--- config.mk ---
export PLATFORM = sky130hd
export DESIGN_NAME = cqr_responder
export DESIGN_NICKNAME = d
export VERILOG_FILES = /design/src/verilog/cqr_decode.v /design/src/verilog/cqr_responder.v
export VERILOG_INCLUDE_DIRS = /design/src /design/src/verilog
export SDC_FILE = /design/constraint.sdc
export NUM_CORES = 1
export LEC_CHECK = 0
export ABC_CLOCK_PERIOD_IN_PS = 2900
export BUFFER_PORTS_ARGS = -buffer_cell sky130_fd_sc_hd__clkbuf_2
export CAP_MARGIN = 15
export CORE_AREA = 2 2 182 184
export CTS_CLUSTER_DIAMETER = 200
export DETAILED_ROUTE_END_ITERATION = 10
export DIE_AREA = 0 0 184 186
export PLACE_DENSITY = 0.64
export SETUP_SLACK_MARGIN = 0.02
export SYNTH_ARGS = -nofsm -noshare
export SYNTH_HDL_FRONTEND = slang
export SYNTH_SLANG_ARGS = --single-unit
--- constraint.sdc ---
create_clock -name i_mclk -period 2.9 [get_ports i_mclk]
set_input_delay 0.725 -clock i_mclk [delete_from_list [all_inputs] [get_ports i_mclk]]
set_output_delay 0.725 -clock i_mclk [all_outputs]
set_load 0.01 [all_outputs]
--- src/verilog/cqr_regs.vh ---
// Constants for the camera query command responder.
// Assumes inclusion by bare name from design files.
`ifndef CQR_REGS_VH
`define CQR_REGS_VH
// ==========================================================
// Command codes
`define CQR_CMD_VENDOR 8'h01
`define CQR_CMD_MODEL 8'h02
`define CQR_CMD_PRODID 8'h03
`define CQR_CMD_MCU_VER 8'h40
`define CQR_CMD_FPGA_VER 8'h41
// ==========================================================
// Direction flag values
`define CQR_DIR_READ 1'b1
`define CQR_DIR_RESP 1'b0
// ==========================================================
// Payload lengths
`define CQR_LEN_VER 8'h03
`define CQR_LEN_STR 8'h10
// ==========================================================
// Fixed filler byte and reset values
`define CQR_FILL_BYTE 8'h00
`define CQR_RST_BYTE 8'h00
`endif

--- src/verilog/cqr_decode.v ---
// Command decoder for the query responder.
// Assumes a registered frame header from the same clock domain.
`timescale 1ns/1ps
`default_nettype none
`include "cqr_regs.vh"
module cqr_decode (
  input wire [7:0] i_code,
  input wire i_dir,
  output reg o_known,
  output reg [7:0] o_len,
  output reg [2:0] o_sel
);
  // ==========================================================
  // Code to payload selection
  always @* begin
    o_known = 1'b0;
    o_len = 8'h00;
    o_sel = 3'd0;
    if (i_dir == `CQR_DIR_READ) begin
      case (i_code)
        `CQR_CMD_MCU_VER: begin
          o_known = 1'b1;
          o_len = `CQR_LEN_VER;
          o_sel = 3'd0;
        end
        `CQR_CMD_FPGA_VER: begin
          o_known = 1'b1;
          o_len = `CQR_LEN_VER;
          o_sel = 3'd1;
        end
        `CQR_CMD_VENDOR: begin
          o_known = 1'b1;
          o_len = `CQR_LEN_STR;
          o_sel = 3'd2;
        end
        `CQR_CMD_MODEL: begin
          o_known = 1'b1;
          o_len = `CQR_LEN_STR;
          o_sel = 3'd3;
        end
        `CQR_CMD_PRODID: begin
          o_known = 1'b1;
          o_len = `CQR_LEN_STR;
          o_sel = 3'd4;
        end
        default: begin
          o_known = 1'b0;
        end
      endcase
    end
  end
endmodule // cqr_decode
`default_nettype wire

--- src/verilog/cqr_responder.v ---
// Query responder: takes a decoded command header, streams back a
// response header and payload bytes.
// Only the five read-only queries are answered; all else is dropped.
// Payload is captured whole at the header, so version and string
// inputs may change freely once the header has been shown.
// Limitation: a query shown while busy is lost, not queued, so the
// host side must wait for o_busy low before the next one.
// Clock enable low holds every register, outputs included.
// Assumes the serial transport outside frames bytes on the same clock,
// presents each header for one cycle with i_cmd_valid, and drives
// i_tx_ready as a level that may stall any byte for any length of time.
`timescale 1ns/1ps
`default_nettype none
`include "cqr_regs.vh"
// Contract
// - Queries arrive with direction 1 and no data; answers carry the same code, direction 0 and the fixed length.
// - Code 0x40 answers three bytes, low then high byte of the controller firmware version in BCD.
// - The third byte of the 0x40 answer is the protocol version in BCD.
// - Code 0x41 answers three bytes, low then high byte of the logic firmware version in BCD.
// - The third byte of the 0x41 answer is always 0x00.
// - Code 0x01 answers a 16-byte vendor name string.
// - The vendor string is zero-terminated if shorter than 16 and unterminated if full.
// - Code 0x02 answers a 16-byte model string, zero-terminated unless it fills all 16.
// - Code 0x03 answers a 16-byte product identification string.
// - The product string is zero-terminated if shorter than 16 and unterminated if full.
module cqr_responder (
  input wire i_mclk,
  input wire i_rst,
  input wire i_ce,
  input wire i_cmd_valid,
  input wire [7:0] i_cmd_code,
  input wire i_cmd_dir,
  input wire [15:0] i_mcu_ver,
  input wire [7:0] i_proto_ver,
  input wire [15:0] i_fpga_ver,
  input wire [127:0] i_vendor_str,
  input wire [127:0] i_model_str,
  input wire [127:0] i_prodid_str,
  input wire i_tx_ready,
  output reg o_busy,
  output reg o_hdr_valid,
  output reg [7:0] o_rsp_code,
  output reg o_rsp_dir,
  output reg [7:0] o_rsp_len,
  output reg o_byte_valid,
  output reg [7:0] o_byte,
  output reg o_byte_last
);
  // ==========================================================
  // States, one-hot
  localparam [2:0] ST_IDLE = 3'b001;
  localparam [2:0] ST_HDR = 3'b010;
  localparam [2:0] ST_DATA = 3'b100;
  // One-hot keeps each state test to a single flip-flop

  // ==========================================================
  // Registered state and internal nets
  reg [2:0] state_r;
  reg [7:0] code_r;
  reg [2:0] sel_r;
  reg [7:0] len_r;
  reg [7:0] idx_r;
  reg [127:0] pay_r;
  wire dec_known;
  wire [7:0] dec_len;
  wire [2:0] dec_sel;
  wire byte_take;
  wire [7:0] idx_inc;
  wire cmd_take;
  // Payload unpacked into bytes for the output mux
  wire [7:0] pay_byte [0:15];
  genvar g;

  // Decoder looks only at the incoming header
  cqr_decode u_dec (
    .i_code(i_cmd_code),
    .i_dir(i_cmd_dir),
    .o_known(dec_known),
    .o_len(dec_len),
    .o_sel(dec_sel)
  );

  // ==========================================================
  // Zero-terminate a string: bytes after first zero forced to zero
  function [127:0] str_fix;
    input [127:0] s;
    integer k;
    reg seen;
    begin
      seen = 1'b0;
      str_fix = 128'h0000_0000_0000_0000_0000_0000_0000_0000;
      for (k = 0; k < 16; k = k + 1) begin
        // Once a zero is seen the rest of the string reads as zero
        if (s[k*8 +: 8] == 8'h00) begin
          seen = 1'b1;
        end
        str_fix[k*8 +: 8] = seen ? 8'h00 : s[k*8 +: 8];
      end
    end
  endfunction

  // ==========================================================
  // Last-byte test, shared by the header and data states
  // Kept as a function so both paths agree on the end point
  function last_at;
    input [7:0] idx;
    input [7:0] len;
    begin
      last_at = (idx == len - 8'h01);
    end
  endfunction

  // Byte accepted when downstream is ready
  assign byte_take = o_byte_valid && i_tx_ready;
  // Index wraps at 8 bits but never passes 15 for any length used
  assign idx_inc = idx_r + 8'h01;
  // New query only from idle; busy commands are simply not seen
  assign cmd_take = (state_r == ST_IDLE) && i_cmd_valid && dec_known;

  // ==========================================================
  // Payload byte lanes
  // A fixed lane per byte keeps the output mux a plain 16-way select
  generate
    for (g = 0; g < 16; g = g + 1) begin : g_lane
      assign pay_byte[g] = pay_r[g*8 +: 8];
    end
  endgenerate

  // ==========================================================
  // Control and output registers
  always @(posedge i_mclk) begin
    if (i_rst) begin
      // Reset wins over the clock enable; every output goes quiet
      state_r <= ST_IDLE;
      code_r <= `CQR_RST_BYTE;
      sel_r <= 3'd0;
      len_r <= `CQR_RST_BYTE;
      idx_r <= `CQR_RST_BYTE;
      pay_r <= 128'h0000_0000_0000_0000_0000_0000_0000_0000;
      o_busy <= 1'b0;
      o_hdr_valid <= 1'b0;
      o_rsp_code <= `CQR_RST_BYTE;
      o_rsp_dir <= `CQR_DIR_RESP;
      o_rsp_len <= `CQR_RST_BYTE;
      o_byte_valid <= 1'b0;
      o_byte <= `CQR_RST_BYTE;
      o_byte_last <= 1'b0;
    end else if (i_ce) begin
      // Low enable skips this branch, so every register holds
      // Idle takes a query, header shows it, data streams it
      case (state_r)
        ST_IDLE: begin
          if (cmd_take) begin
            code_r <= i_cmd_code;
            sel_r <= dec_sel;
            len_r <= dec_len;
            idx_r <= 8'h00;
            // Snapshot payload so mid-answer changes cannot tear it
            case (dec_sel)
              3'd0: pay_r <= {104'h0, i_proto_ver, i_mcu_ver[15:8], i_mcu_ver[7:0]};
              3'd1: pay_r <= {104'h0, `CQR_FILL_BYTE, i_fpga_ver[15:8], i_fpga_ver[7:0]};
              3'd2: pay_r <= str_fix(i_vendor_str);
              3'd3: pay_r <= str_fix(i_model_str);
              3'd4: pay_r <= str_fix(i_prodid_str);
              default: pay_r <= 128'h0000_0000_0000_0000_0000_0000_0000_0000;
            endcase
            o_rsp_code <= i_cmd_code;
            o_rsp_dir <= `CQR_DIR_RESP;
            o_rsp_len <= dec_len;
            // Busy rises with the header and falls with the last byte
            o_hdr_valid <= 1'b1;
            o_busy <= 1'b1;
            state_r <= ST_HDR;
          end
        end
        ST_HDR: begin
          // Header shown one cycle, then first byte
          o_hdr_valid <= 1'b0;
          o_byte_valid <= 1'b1;
          // Header fields stand until the next answer
          o_byte <= pay_byte[0];
          o_byte_last <= last_at(8'h00, len_r);
          state_r <= ST_DATA;
        end
        ST_DATA: begin
          // A stalled byte stands until it is taken
          if (byte_take) begin
            if (o_byte_last) begin
              // Last byte taken, back to idle
              o_byte_valid <= 1'b0;
              o_byte_last <= 1'b0;
              o_busy <= 1'b0;
              state_r <= ST_IDLE;
            end else begin
              // Advance to the next lane
              idx_r <= idx_inc;
              o_byte <= pay_byte[idx_inc[3:0]];
              o_byte_last <= last_at(idx_inc, len_r);
            end
          end
        end
        default: begin
          // Illegal state code: recover to idle with busy, header valid and byte valid low
          state_r <= ST_IDLE;
          o_busy <= 1'b0;
          o_hdr_valid <= 1'b0;
          o_byte_valid <= 1'b0;
        end
      endcase
    end
  end
endmodule // cqr_responder
`default_nettype wire

Word level (Yosys, flattened, before mapping)
Cells that the tools add are included.

Add/sub/neg operators: 2. Magnitude comparators: 1. Eq/ne operators: 17. Multiplexer cells: 366. Bitwise logic cells: 4. Reduce and logical (&&, ||, !) cells: 66.

Operators with widths (number): 128-bit one-hot mux with 5 select lines (1); 8-bit two-way mux (56); 8-bit zero test (49); 1-bit two-way mux (295); 8-bit binary-select mux with 4-bit select (1); 8-bit one-hot mux with 2 select lines (2); 8-bit by 2-bit == test with 1-bit output (second input constant) (2); 8-bit by 7-bit == test with 1-bit output (second input constant) (2); 3-bit two-way mux (4); 3-bit one-hot mux with 4 select lines (1); 4-bit AND reduction (3); 5-bit one-hot mux with 2 select lines (1); 5-bit AND reduction (2); 3-bit by 2-bit == test with 1-bit output (second input constant) (3); 3-bit one-hot mux with 3 select lines (1); 3-bit AND reduction (3); 8-bit by 1-bit adder with 8-bit output (second input constant) (1); 8-bit by 1-bit == test with 1-bit output (second input constant) (1); 8-bit == test (1); 2-bit inequality test (second input constant) (4); 8-bit by 1-bit subtractor with 8-bit output (second input constant) (1); 3-bit by 1-bit == test with 1-bit output (second input constant) (2); 3-bit == test (second input constant) (2); 1-bit one-hot mux with 3 select lines (2); 10 further kinds (16).

Register bits: 167. Input port bits: 438. Output and inout bits: 29. Word-level logic and storage cells: 466.

Logic depth before layout (Yosys ltp)
Depth after elaboration: 101. Mapped depth: 10. Mapped depth without buffers: 7.

By module
From an unflattened synthesis, not the netlist that was laid out.

Cell total of the unflattened synthesis: 1236. Area, all modules: 10438.8 um2.

Modules (own cells, without submodules): cqr_responder (instances 1, cells an instance 1213, area each 10246.1 um2, sequential area each 3343.2 um2); cqr_decode (instances 1, cells an instance 23, area each 192.7 um2, sequential area each 0.0 um2).

Worst setup path before layout
Ideal clock, no wire load.

Kind: in2reg. Start: input i_cmd_code[4]. End: register pay_r[120]. Library setup time: 0.059 ns. Data arrival time: 2.876 ns. Required time: 2.841 ns. Path slack: -0.036 ns. Stages: 8. Buffers on the path: 2. Cells stage by stage: or4_4 > nor4b_4 > buf_6 > nand3_4 > or4_1 > buf_2 > o41ai_1 > a221o_1.

Longest elaborated chain between the ends: 6. Elaborated cells on any way between the ends: 18. Classes of those cells: eq/ne: 9; mux: 5; reduce/logical: 4.

RTL lines: start, declared (line cqr_responder.v:31) `input wire [7:0] i_cmd_code,`; parallel branches: the longest is 6 deep, another holds 128-bit one-hot mux with 5 select lines; end signal, assigned (line cqr_responder.v:160) `3'd0: pay_r <= {104'h0, i_proto_ver, i_mcu_ver[15:8], i_mcu_ver[7:0]};`; end signal, assigned (line cqr_responder.v:161) `` 3'd1: pay_r <= {104'h0, `CQR_FILL_BYTE, i_fpga_ver[15:8], i_fpga_ver[7:0]}; ``; end signal, assigned (line cqr_responder.v:162) `3'd2: pay_r <= str_fix(i_vendor_str);`; end, declared (line cqr_responder.v:63) `reg [127:0] pay_r;`.

Parallel ways; which one is timed is not known. A chain may end at the register's enable or synchronous reset.

Final worst setup path
Start: input i_cmd_code[3]. End: register pay_r[127].

The elaborated chain is that of the path after synthesis.

==> results.json <==
{
  "outcome": "finished clean",
  "firstDrtPassIters": 6,
  "antenna_found_initial": 1,
  "crit_required_ps": 3270,
  "die_area_um2": 34200,
  "die_w_um": 184,
  "placed_cells": 2109,
  "synth_edf_count": 0,
  "whs_path_depth": 2,
  "core_area_um2": 32200,
  "track_usage": 0.278,
  "slew_viol_final": 0,
  "gr-total-overflow": 0,
  "min_to": "o_rsp_code[6]",
  "gp_congestion": 0.955,
  "fill_cells": 3244,
  "fin_cells": 2142,
  "clock_sinks": 161,
  "p_leak_nw": 6.18,
  "drt_wl_total_mm": 48.7,
  "maxCapViolCount": 0,
  "grt_pass1_wl_mm": 72.4,
  "arrival_ps": 3080,
  "drc": 0,
  "slew_headroom": 0.216,
  "holdWs_ps": 452,
  "reg2reg_to": "idx_r[1]",
  "numCtsBuffers": 17,
  "cts_root_buf": "clkbuf_16",
  "synth_cells": 1237,
  "fin_nets": 2161,
  "fin_setup_tns_ps": 0,
  "synthFlopType": "dfxtp_1",
  "ir_worst_vdd_uv": 352,
  "setup_violations": 0,
  "design.portCount": 467,
  "hold_viol_final": 0,
  "area_growth_pct": 39.7,
  "async_reset_ff_frac": 0,
  "avgRoutedWirePerCell_um": 22.7,
  "drt_iter0_markers": 1190,
  "antenna_left": 0,
  "min_period_over_period": 0.933,
  "worst_slew_pin_slew_ps": 1180,
  "vias": 12700,
  "final_core_util": 0.441,
  "p_per_area_nw_per_um2": 364,
  "fin_ws_ps": 194,
  "placed_area_um2": 13600,
  "cts_tree": "built",
  "syn-cell-area_um2": 10200,
  "clk_path_buf_depth": 2,
  "avgSynthCellArea_um2": 8.22,
  "grt_max_degree": 64,
  "period_minus_slack_ps": 2710,
  "ys_types": 63,
  "die_h_um": 186,
  "grt_pass1_vias": 12400,
  "rows": 66,
  "cts_setup_buffers": 0,
  "r2r_cells": 7,
  "drt-vias-per-instance": 5.94,
  "r2r_setup_slack_ps": 480,
  "synth_seq_cells": 161,
  "insertion_delay_ps": 440,
  "start_util": 0.316,
  "critPathLaunchType": "input port",
  "rsz0062_at_grt": "no",
  "hold_class": "flip-flop to flip-flop",
  "clock_skew_ps": 16.6,
  "dp.final_hpwl_mm": 39.9,
  "r2r_start": "state_r[2]",
  "clock.fmax_mhz": 370,
  "yosys_warnings": 0,
  "io_buffers": 460,
  "drive_gt1_frac": 0.387,
  "critPathKind": "input port to flip-flop",
  "power_mw": 5.17,
  "final_cell_mix": "clkbuf_2, dfxtp_1, nand2_1",
  "critical_path.endpoint_type": "flip-flop",
  "cp_max_fo": 8,
  "final_common_cell": "clkbuf_2",
  "yosysSeqAreaShare": 0.317,
  "final_area_um2": 14200,
  "htree_levels": 4,
  "hp-start": "o_rsp_code[6]",
  "pre_cts_slack_ps": -267,
  "clk_pin_slew_ps": 70
}
-- worst max path at each step --
| stage | cells past startpoint | to | startpoint |
|---|---|---|---|
| global route | 11 | pay_r[122] | i_cmd_code[3] |
| finish | 11 | pay_r[127] | i_cmd_code[3] |
| CTS | 11 | pay_r[123] | i_cmd_code[5] |
| global placement | 11 | pay_r[120] | i_cmd_code[5] |
| floorplan | 8 | pay_r[120] | i_cmd_code[3] |
| detailed placement | 11 | pay_r[123] | i_cmd_code[5] |
-- routing by layer --
| metal | vias to the layer above | part of all wire | global-route usage |
|---|---|---|---|
| met2 | 720 | 0.48 | 0.480 |
| met5 | - | 0 | 0 |
| met3 | 68 | 0.082 | 0.0481 |
| met1 | 6050 | 0.42 | 0.362 |
| li1 | 5890 | - | - |
| met4 | 0 | 0.019 | 0.0659 |
-- synthesized netlist by cell type, types with 22 or more instances --
cell type | instances | area [um2]
nor4_1 | 89 | 557
nand4_1 | 22 | 138
a31oi_1 | 34 | 213
and2_1 | 28 | 175
nor2_1 | 43 | 161
a221oi_1 | 45 | 394
nand2_1 | 128 | 480
clkbuf_1 | 80 | 300
a21oi_1 | 118 | 591
mux4_2 | 32 | 721
o21ai_0 | 122 | 611
a22oi_1 | 28 | 210
mux2i_1 | 28 | 280
dfxtp_1 | 161 | 3220
nand3_1 | 44 | 220
-- registers in the layout, summed over array words and instances, names as in the netlist --
| signal | count |
|---|---|
| o_hdr_valid | 1 |
| o_busy | 1 |
| o_rsp_code | 8 |
| pay_r | 128 |
| idx_r | 8 |
| state_r | 3 |
| len_r | 2 |
| o_byte_last | 1 |
| o_byte | 8 |
| o_byte_valid | 1 |
-- cell type report --
cell class	count	area, um2	share of cell area
Multi-Input combinational cell	962	6580	0.463
Sequential cell	161	3220	0.227
Timing Repair Buffer	564	3220	0.227
Tap cell	408	510	0.0360
Clock buffer	17	425	0.0300
Clock inverter	15	184	0.0130
Inverter	14	52.6	0.00370
Antenna cell	1	2.50	0.000176
-- critical path, stage by stage --
cell	delay [ps]
clkbuf_2	100
or4_4	570
nor3_1	250
buf_4	150
and4_1	190
buf_4	190
nor4b_2	210
buf_4	170
and4_1	180
buf_4	170
a221o_1	160
-- report_power, final --
part | internal (mW) | switching [mW]
combinational | 0.270 | 0.308
clock | 1.25 | 1.12
sequential | 2.21 | 0.00296
-- what timing repair did --
| action | in CTS | in global routing |
|---|---|---|
| endpoints found under the setup margin | 0 | 17 |
| hold buffers | 0 | 0 |
| resized for setup | 0 | 1 |
-- cells by family after synthesis --
group	synth area share
adder cells (fa/ha/maj)	0.00369
multiplexers	0.107
buffers and inverters	0.0487
XOR/XNOR	0.00775
flip-flops	0.317
other	0.000369
AND/OR/NAND/NOR	0.232
AO/OA/AOI/OAI	0.283
No activity file was read; power rests on OpenSTA's default activity.
